### config.mk
export PLATFORM = sky130hd
export DESIGN_NAME = cbc_branch
export DESIGN_NICKNAME = d
export VERILOG_FILES = /design/src/rtl/cbc_pkg.sv /design/src/rtl/cbc_dec_if.sv /design/src/rtl/cbc_decode.sv /design/src/rtl/cbc_branch.sv
export VERILOG_INCLUDE_DIRS = /design/src /design/src/rtl
export SDC_FILE = /design/constraint.sdc
export NUM_CORES = 1
export LEC_CHECK = 0
export ABC_AREA = 1
export BUFFER_PORTS_ARGS = -buffer_cell sky130_fd_sc_hd__buf_2
export CORE_ASPECT_RATIO = 0.75
export CORE_MARGIN = 2
export CORE_UTILIZATION = 60
export CTS_BUF_LIST = sky130_fd_sc_hd__clkbuf_8
export CTS_CLUSTER_DIAMETER = 120
export DETAILED_ROUTE_END_ITERATION = 8
export HOLD_SLACK_MARGIN = 0.02
export PLACE_DENSITY = 0.91
export SYNTH_ARGS = -nofsm -noshare
export SYNTH_HDL_FRONTEND = slang
export SYNTH_SLANG_ARGS = --single-unit
export TNS_END_PERCENT = 5
### constraint.sdc
create_clock -name clk_sys_in -period 3 [get_ports clk_sys_in]
set_clock_uncertainty 0.15 [all_clocks]
set_input_delay 0.3 -clock clk_sys_in [delete_from_list [all_inputs] [get_ports clk_sys_in]]
set_output_delay 0.3 -clock clk_sys_in [all_outputs]
set_load 0.05 [all_outputs]
### src/rtl/cbc_defines.svh
`ifndef CBC_DEFINES_SVH
`define CBC_DEFINES_SVH

// widths
`define CBC_WORD_W        16
`define CBC_PC_W          21
`define CBC_STATUS_W      5

// upper byte of each conditional branch word
`define CBC_OP_CARRY_CLR  8'he3
`define CBC_OP_NEG_CLR    8'he7
`define CBC_OP_OVF_CLR    8'he5
`define CBC_OP_ZERO_CLR   8'he1

// bit positions of the flags in the status word
`define CBC_FLAG_CARRY    0
`define CBC_FLAG_ZERO     2
`define CBC_FLAG_OVF      3
`define CBC_FLAG_NEG      4

// instruction cycles of a branch
`define CBC_CYC_NOT_TAKEN 1
`define CBC_CYC_TAKEN     2

`endif

### src/rtl/cbc_pkg.sv
package cbc_pkg;

    typedef enum logic [2:0] {
        KIND_NONE,
        KIND_CARRY_CLR,
        KIND_NEG_CLR,
        KIND_OVF_CLR,
        KIND_ZERO_CLR
    } cbc_kind_t;

    typedef enum logic [1:0] {
        PH_Q1,
        PH_Q2,
        PH_Q3,
        PH_Q4
    } cbc_phase_t;

    typedef enum logic {
        CYC_EXEC,
        CYC_FLUSH
    } cbc_cyc_t;

endpackage : cbc_pkg

### src/rtl/cbc_dec_if.sv
`timescale 1ns/1ps
`default_nettype none
`include "cbc_defines.svh"

interface cbc_dec_if;
    logic [`CBC_WORD_W-1:0] word;
    cbc_pkg::cbc_kind_t     kind;

    modport core (output word, input kind);
    modport dec  (input word, output kind);
endinterface : cbc_dec_if

`default_nettype wire

### src/rtl/cbc_decode.sv
`timescale 1ns/1ps
`default_nettype none
`include "cbc_defines.svh"

module cbc_decode (
    cbc_dec_if.dec dec
);

    // classifies the upper byte; the low byte is the offset literal
    always_comb begin
        unique case (dec.word[15:8])
            `CBC_OP_CARRY_CLR: dec.kind = cbc_pkg::KIND_CARRY_CLR;
            `CBC_OP_NEG_CLR:   dec.kind = cbc_pkg::KIND_NEG_CLR;
            `CBC_OP_OVF_CLR:   dec.kind = cbc_pkg::KIND_OVF_CLR;
            `CBC_OP_ZERO_CLR:  dec.kind = cbc_pkg::KIND_ZERO_CLR;
            default:           dec.kind = cbc_pkg::KIND_NONE;
        endcase
    end

endmodule : cbc_decode

`default_nettype wire

### src/rtl/cbc_branch.sv
// Function
// - word e3nn is branch on carry clear, taken only when carry is 0.
// - word e7nn is branch on negative clear, taken only when negative is 0.
// - word e5nn is branch on overflow clear, taken only when overflow is 0.
// - word e1nn is branch on zero clear, taken only when zero is 0.
// - a taken branch loads the pc with pc plus two plus twice the signed offset.
// - the doubled offset is added to the pc already advanced past the branch.
// - a branch takes one instruction cycle when not taken, two when taken.
`timescale 1ns/1ps
`default_nettype none
`include "cbc_defines.svh"

module cbc_branch (
    // clock and reset
    input  wire logic                     clk_sys_in,
    input  wire logic                     sys_rst_in,
    // fetch side
    input  wire logic [`CBC_WORD_W-1:0]   instr_in,
    input  wire logic                     instr_valid_in,
    input  wire logic [`CBC_PC_W-1:0]     pc_in,
    // status register
    input  wire logic [`CBC_STATUS_W-1:0] status_in,
    output logic                          status_we_out,
    // program counter
    output logic                          pc_load_out,
    output logic [`CBC_PC_W-1:0]          pc_value_out,
    // sequencing
    output logic [1:0]                    phase_out,
    output logic                          claim_out,
    output logic                          taken_out,
    output logic                          flush_out,
    output logic                          done_out
);

    cbc_dec_if dec_bus ();

    cbc_pkg::cbc_phase_t  phase;
    cbc_pkg::cbc_cyc_t    cyc;
    cbc_pkg::cbc_kind_t   kind_q;
    logic                 active;
    logic [`CBC_WORD_W-1:0] word_q;
    logic [7:0]           offset_q;
    logic                 next_taken;
    logic [`CBC_PC_W-1:0] next_target;
    logic                 exec_q1;
    logic                 exec_q3;
    logic                 flush_q3;

    // true when the flag tested by this kind is clear
    function automatic logic cond_clear(
        input cbc_pkg::cbc_kind_t      kind,
        input logic [`CBC_STATUS_W-1:0] st
    );
        logic r;
        r = 1'b0;
        unique case (kind)
            cbc_pkg::KIND_CARRY_CLR: r = ~st[`CBC_FLAG_CARRY];
            cbc_pkg::KIND_NEG_CLR:   r = ~st[`CBC_FLAG_NEG];
            cbc_pkg::KIND_OVF_CLR:   r = ~st[`CBC_FLAG_OVF];
            cbc_pkg::KIND_ZERO_CLR:  r = ~st[`CBC_FLAG_ZERO];
            cbc_pkg::KIND_NONE:      r = 1'b0;
        endcase
        return r;
    endfunction : cond_clear

    // advanced pc plus the sign-extended offset doubled
    function automatic logic [`CBC_PC_W-1:0] branch_target(
        input logic [`CBC_PC_W-1:0] pc_adv,
        input logic [7:0]           n
    );
        logic [`CBC_PC_W-1:0] disp;
        disp = {{(`CBC_PC_W-9){n[7]}}, n, 1'b0};
        return pc_adv + disp;
    endfunction : branch_target

    // true in the given quarter of the given kind of instruction cycle
    function automatic logic in_quarter(
        input cbc_pkg::cbc_phase_t ph,
        input cbc_pkg::cbc_cyc_t   cy,
        input cbc_pkg::cbc_phase_t q,
        input cbc_pkg::cbc_cyc_t   c
    );
        return ph == q && cy == c;
    endfunction : in_quarter

    assign dec_bus.word = instr_in;

    // sequencer strobes shared by the per-quarter registers
    assign exec_q1  = in_quarter(phase, cyc, cbc_pkg::PH_Q1,
                                 cbc_pkg::CYC_EXEC);
    assign exec_q3  = in_quarter(phase, cyc, cbc_pkg::PH_Q3,
                                 cbc_pkg::CYC_EXEC);
    assign flush_q3 = in_quarter(phase, cyc, cbc_pkg::PH_Q3,
                                 cbc_pkg::CYC_FLUSH);

    cbc_decode u_decode (
        .dec (dec_bus.dec)
    );

    // one instruction cycle is four clocks, q1 to q4
    //   edge ending q1: word latched and classified
    //   edge ending q2: offset literal latched
    //   edge ending q3: flag tested, target and strobes registered
    //   edge ending q4: cycle state advances
    // pc_load_out and done_out therefore stand during q4
    // a taken branch adds a flush cycle whose prefetched word is dropped;
    // fetch keeps offering words then, and none of them is claimed

    // quarter-phase sequencer, free running
    always_ff @(posedge clk_sys_in or posedge sys_rst_in) begin
        if (sys_rst_in) begin
            phase <= cbc_pkg::PH_Q1;
        end else begin
            unique case (phase)
                cbc_pkg::PH_Q1: phase <= cbc_pkg::PH_Q2;
                cbc_pkg::PH_Q2: phase <= cbc_pkg::PH_Q3;
                cbc_pkg::PH_Q3: phase <= cbc_pkg::PH_Q4;
                cbc_pkg::PH_Q4: phase <= cbc_pkg::PH_Q1;
            endcase
        end
    end

    // instruction cycle: a taken branch adds one flush cycle
    always_ff @(posedge clk_sys_in or posedge sys_rst_in) begin
        if (sys_rst_in) begin
            cyc <= cbc_pkg::CYC_EXEC;
        end else if (phase == cbc_pkg::PH_Q4) begin
            unique case (cyc)
                cbc_pkg::CYC_EXEC: begin
                    if (active && taken_out) begin
                        cyc <= cbc_pkg::CYC_FLUSH;
                    end
                end
                cbc_pkg::CYC_FLUSH: cyc <= cbc_pkg::CYC_EXEC;
            endcase
        end
    end

    // q1: decode and claim the word offered by fetch
    always_ff @(posedge clk_sys_in or posedge sys_rst_in) begin
        if (sys_rst_in) begin
            active <= 1'b0;
            kind_q <= cbc_pkg::KIND_NONE;
            word_q <= '0;
        end else if (phase == cbc_pkg::PH_Q1) begin
            if (exec_q1 && instr_valid_in) begin
                active <= dec_bus.kind != cbc_pkg::KIND_NONE;
                kind_q <= dec_bus.kind;
                word_q <= instr_in;
            end else begin
                // the flush cycle discards the prefetched word
                active <= 1'b0;
                kind_q <= cbc_pkg::KIND_NONE;
            end
        end
    end

    // q2: read the offset literal
    always_ff @(posedge clk_sys_in or posedge sys_rst_in) begin
        if (sys_rst_in) begin
            offset_q <= 8'h00;
        end else if (phase == cbc_pkg::PH_Q2) begin
            offset_q <= word_q[7:0];
        end
    end

    // q3: test the flag and form the target
    always_comb begin
        next_taken  = active && cond_clear(kind_q, status_in);
        next_target = branch_target(pc_in, offset_q);
    end

    // condition result, held through the flush cycle
    always_ff @(posedge clk_sys_in or posedge sys_rst_in) begin
        if (sys_rst_in) begin
            taken_out <= 1'b0;
        end else if (exec_q3) begin
            taken_out <= next_taken;
        end
    end

    // target is formed on every execute q3; only pc_load_out makes it count
    always_ff @(posedge clk_sys_in or posedge sys_rst_in) begin
        if (sys_rst_in) begin
            pc_value_out <= '0;
        end else if (exec_q3) begin
            pc_value_out <= next_target;
        end
    end

    // q4: pc write strobe only on a taken branch
    always_ff @(posedge clk_sys_in or posedge sys_rst_in) begin
        if (sys_rst_in) begin
            pc_load_out <= 1'b0;
        end else begin
            pc_load_out <= exec_q3 && next_taken;
        end
    end

    // completion strobe in q4 of the last cycle of the branch
    always_ff @(posedge clk_sys_in or posedge sys_rst_in) begin
        if (sys_rst_in) begin
            done_out <= 1'b0;
        end else begin
            done_out <= (exec_q3 && active && !next_taken)
                     || flush_q3;
        end
    end

    assign phase_out     = phase;
    // high from q2 of an execute cycle up to the next q1 edge
    assign claim_out     = active;
    // high for the whole cycle after a taken branch
    assign flush_out     = cyc == cbc_pkg::CYC_FLUSH;
    // branches never touch the flags
    assign status_we_out = 1'b0;

endmodule : cbc_branch

`default_nettype wire

==> impl_metrics.ini <==
[status]
outcome = finished clean

[synthesis]
synthesis.instances = 407
synthArstFlopShare_pct = 100.0
synth_top_area_share_pct = 38.73
synth-edff-count = 0
synth_area_um2 = 3037
seq_cells_post_synth = 47
synth.area.top_cells = sky130_fd_sc_hd__dfrtp_1 (39%), sky130_fd_sc_hd__nand2_1 (20%), sky130_fd_sc_hd__ha_1 (9.9%)
warning_count_from_the_yosys_run = 0
syn-mean-instance-area_um2 = 7.461
synthDistinctLibCells = 30
synth_fp_nets = 477
library_cell_occupying_the_most_area_in_the_post_synthesis_netlist = sky130_fd_sc_hd__dfrtp_1
synth-main-ff-cell = sky130_fd_sc_hd__dfrtp_1
seq_area_frac_synth_pct = 38.73

[critical_path]
crit_path_max_fanout = 14
reg2regPathDepth = 10
crit-reg2reg-capture = pc_value_out[18]$_DFFE_PP0P_
crit_arrival_ns = 2.36
crit-reg2reg-launch = offset_q[7]$_DFFE_PP0N_
crit_path_end_kind = flop
cp_launch_type = flop
type_of_the_setup_path_with_the_least_slack = flop to flop
worst-endpoint-required_ns = 3.10
setup.reg_to_reg.worst_slack_ns = 0.74

[timing]
totalNegativeSetupSlack_ns = 0
fin_crit_ns = 2.255
finalSetupViolCount = 0
final_max_slew_viol_count = 0
final-hold-violation-count = 0
fmax_mhz = 443.4
worst-slew-pin-transition_ns = 0.9531
timing.slew.headroom_pct = 36.37
grt_setup_unrepaired = no
fin_crit_sh_pct = 75.18

[placement]
numPortBuffers = 71
gp_routability_congestion = 0.9131
dp_hpwl_um = 5297
dpl_cell_area_um2 = 3452
placed_cells_incl_taps = 534

[min_path]
whs_endpoint = word_q[5]$_DFFE_PP0P_
worst_hold_path_type = input pin to flop
holdPathStages = 3
worstHoldStart = instr_in[5]

[cells_and_area]
final_net_count = 552
post_layout_nonfiller_instances = 543
insertedDiodeCount = 0
post_route_cells_drive_above_1_share_pct = 20.50
synthToLayoutAreaGrowth_pct = 17.02
design_area_um2 = 3553
total_area_of_multi_input_combinational_cells_um2 = 1658
fillCellCount = 391
ff_latch_area_um2 = 1176

[floorplan]
fp.dieArea_um2 = 5652
die-width_um = 86.15
design.core.area_um2 = 4872
floorplan.initialDensity_pct = 62.33
io_pins = 74
rows = 22
dieHeight_um = 65.61

[drt]
vias = 2859
drt-vias-per-instance = 5.265
first_pass_iters = 4
route.detailed.drc = 0
drt_first_iter_violations = 167
drtAntennaViolNets = 0
routedWlPerCell_um = 12.45
totalWireLength_um = 6763

[pwr]
power-per-cell-area_nw_per_um2 = 540.6
total_power_w = 0.001921
static_leakage_nw = 2.010
peakVddDrop_v = 0.0003631

[global_routing]
grt_overflow = 0
grtUsageMet1_pct = 35.62
use_met3_pct = 4.648
grt_util_all_layers_pct = 26.00
met2_usage_pct = 43.51
grt_first_pass_wirelength_um = 11540
grt_start_max_net_pins = 48
top_usage_layer = met2
first_global_vias = 2543
antenna_found_initial = 0

[clock_network]
cts-buffers-inserted = 5
cts_max_level = 2
cts_hold_repair.buffers = 0
clock_path_buffers = 2
post_cts_buffers = 0
tritoncts = yes
clock_transition_at_the_registers_of_the_reported_paths_ns = 0.09
cts-root-buf = sky130_fd_sc_hd__clkbuf_8
cts.sinks = 47
postCtsResizedCells = 0
clk_latency_ns = 0.31

[job]
max-cap-violations = 0
## worst max-delay path: stages (launching register included)
cell	delay, ns
sky130_fd_sc_hd__dfrtp_1	0.70
sky130_fd_sc_hd__ha_1	0.39
sky130_fd_sc_hd__nand2_2	0.14
sky130_fd_sc_hd__inv_1	0.05
sky130_fd_sc_hd__a21oi_1	0.18
sky130_fd_sc_hd__nand3_1	0.19
sky130_fd_sc_hd__nand2_1	0.13
sky130_fd_sc_hd__nand2_1	0.06
sky130_fd_sc_hd__nand2_1	0.07
sky130_fd_sc_hd__nand3_1	0.07
sky130_fd_sc_hd__nand2_1	0.06
## per-stage QoR
step / setup WS [ns] / utilization, % / hold slack (ns)
after global routing: 0.4995 / 72.93 / 0.02893
final: 0.7447 / 72.93 / 0.02860
after CTS: 0.7600 / 72.73 / 0.02349
after global placement: 0.8384 / 70.85 / 0.3055
after floorplan: 1.073 / - / 0.2596
after detailed placement: 0.7789 / 70.85 / 0.3100
## final cells by class
class / instances / area share (%)
clock buffer: 5 / 1.937
clock inverter: 3 / 0.6338
inverter: 46 / 4.859
multi-input combinational: 308 / 46.65
sequential: 47 / 33.10
tap: 60 / 2.113
timing repair buffer: 74 / 10.70
## registers in the layout, summed over array words and instances, names as in the netlist
name and count:
taken_out 1, phase_out 2, done_out 1, offset_q 8, word_q 8, pc_load_out 1, pc_value_out 21, kind_q 3
claim_out 1, flush_out 1
## worst max-delay path by stage
| stage | start | to | cells past startpoint |
|---|---|---|---|
| 6_report | offset_q[7]$_DFFE_PP0N_ | pc_value_out[18]$_DFFE_PP0P_ | 10 |
| 5_1_grt | offset_q[7]$_DFFE_PP0N_ | pc_value_out[18]$_DFFE_PP0P_ | 10 |
| 4_1_cts | offset_q[7]$_DFFE_PP0N_ | pc_value_out[18]$_DFFE_PP0P_ | 9 |
| 3_5_place_dp | offset_q[7]$_DFFE_PP0N_ | pc_value_out[18]$_DFFE_PP0P_ | 9 |
| 3_3_place_gp | offset_q[7]$_DFFE_PP0N_ | pc_value_out[18]$_DFFE_PP0P_ | 9 |
| 2_1_floorplan | phase_out[0]$_DFF_PP0_ | claim_out$_DFFE_PP0N_ | 6 |
## cells by family after synthesis
family / after synthesis / share of synthesized area (%)
AO/OA/AOI/OAI: 35 / 6.139
XOR/XNOR: 10 / 2.884
adder cells (fa/ha/maj): 25 / 10.55
buffers and inverters: 52 / 6.674
flip-flops: 47 / 38.73
multiplexers: 8 / 2.967
other: 1 / 0.1235
AND/OR/NAND/NOR: 229 / 31.93
## where the power goes
part / switching [W] / internal (W)
logic: 0.000522 / 0.000222
clock network: 0.000236 / 0.000167
registers: 0.0000538 / 0.000720
## cell usage after synthesis (all sizes together) (3+ instances only)
master  number
nand2      160
clkbuf       4
nor2        23
xnor2       10
mux2         8
dfrtp       47
nor3         3
nand3b       6
nand3       30
ha          24
o21ai       17
a21oi       14
inv         45
## placed cells by master (no fill, tap or decap), drive strengths merged
cell type	instances
or2	1
buf	73
o21bai	1
inv	46
nand3	30
dfrtp	47
nor4	1
nand2	160
mux2	8
nor2	23
nand4	2
nand3b	6
a21oi	14
o21ai	17
ha	24
nor3	3
a211oi	1
o22ai	2
clkbuf	5
xnor2	10
fa	1
dlygate4sd3	1
nor3b	1
and2	2
clkinv	3
conb	1
## layer usage
layer / vias to the layer above / wire [um]
met5: - / 0
met4: 0 / 58
met3: 9 / 392
met2: 84 / 3138
met1: 1319 / 3173
li1: 1447 / -
Power figures use the tool's default switching activity.
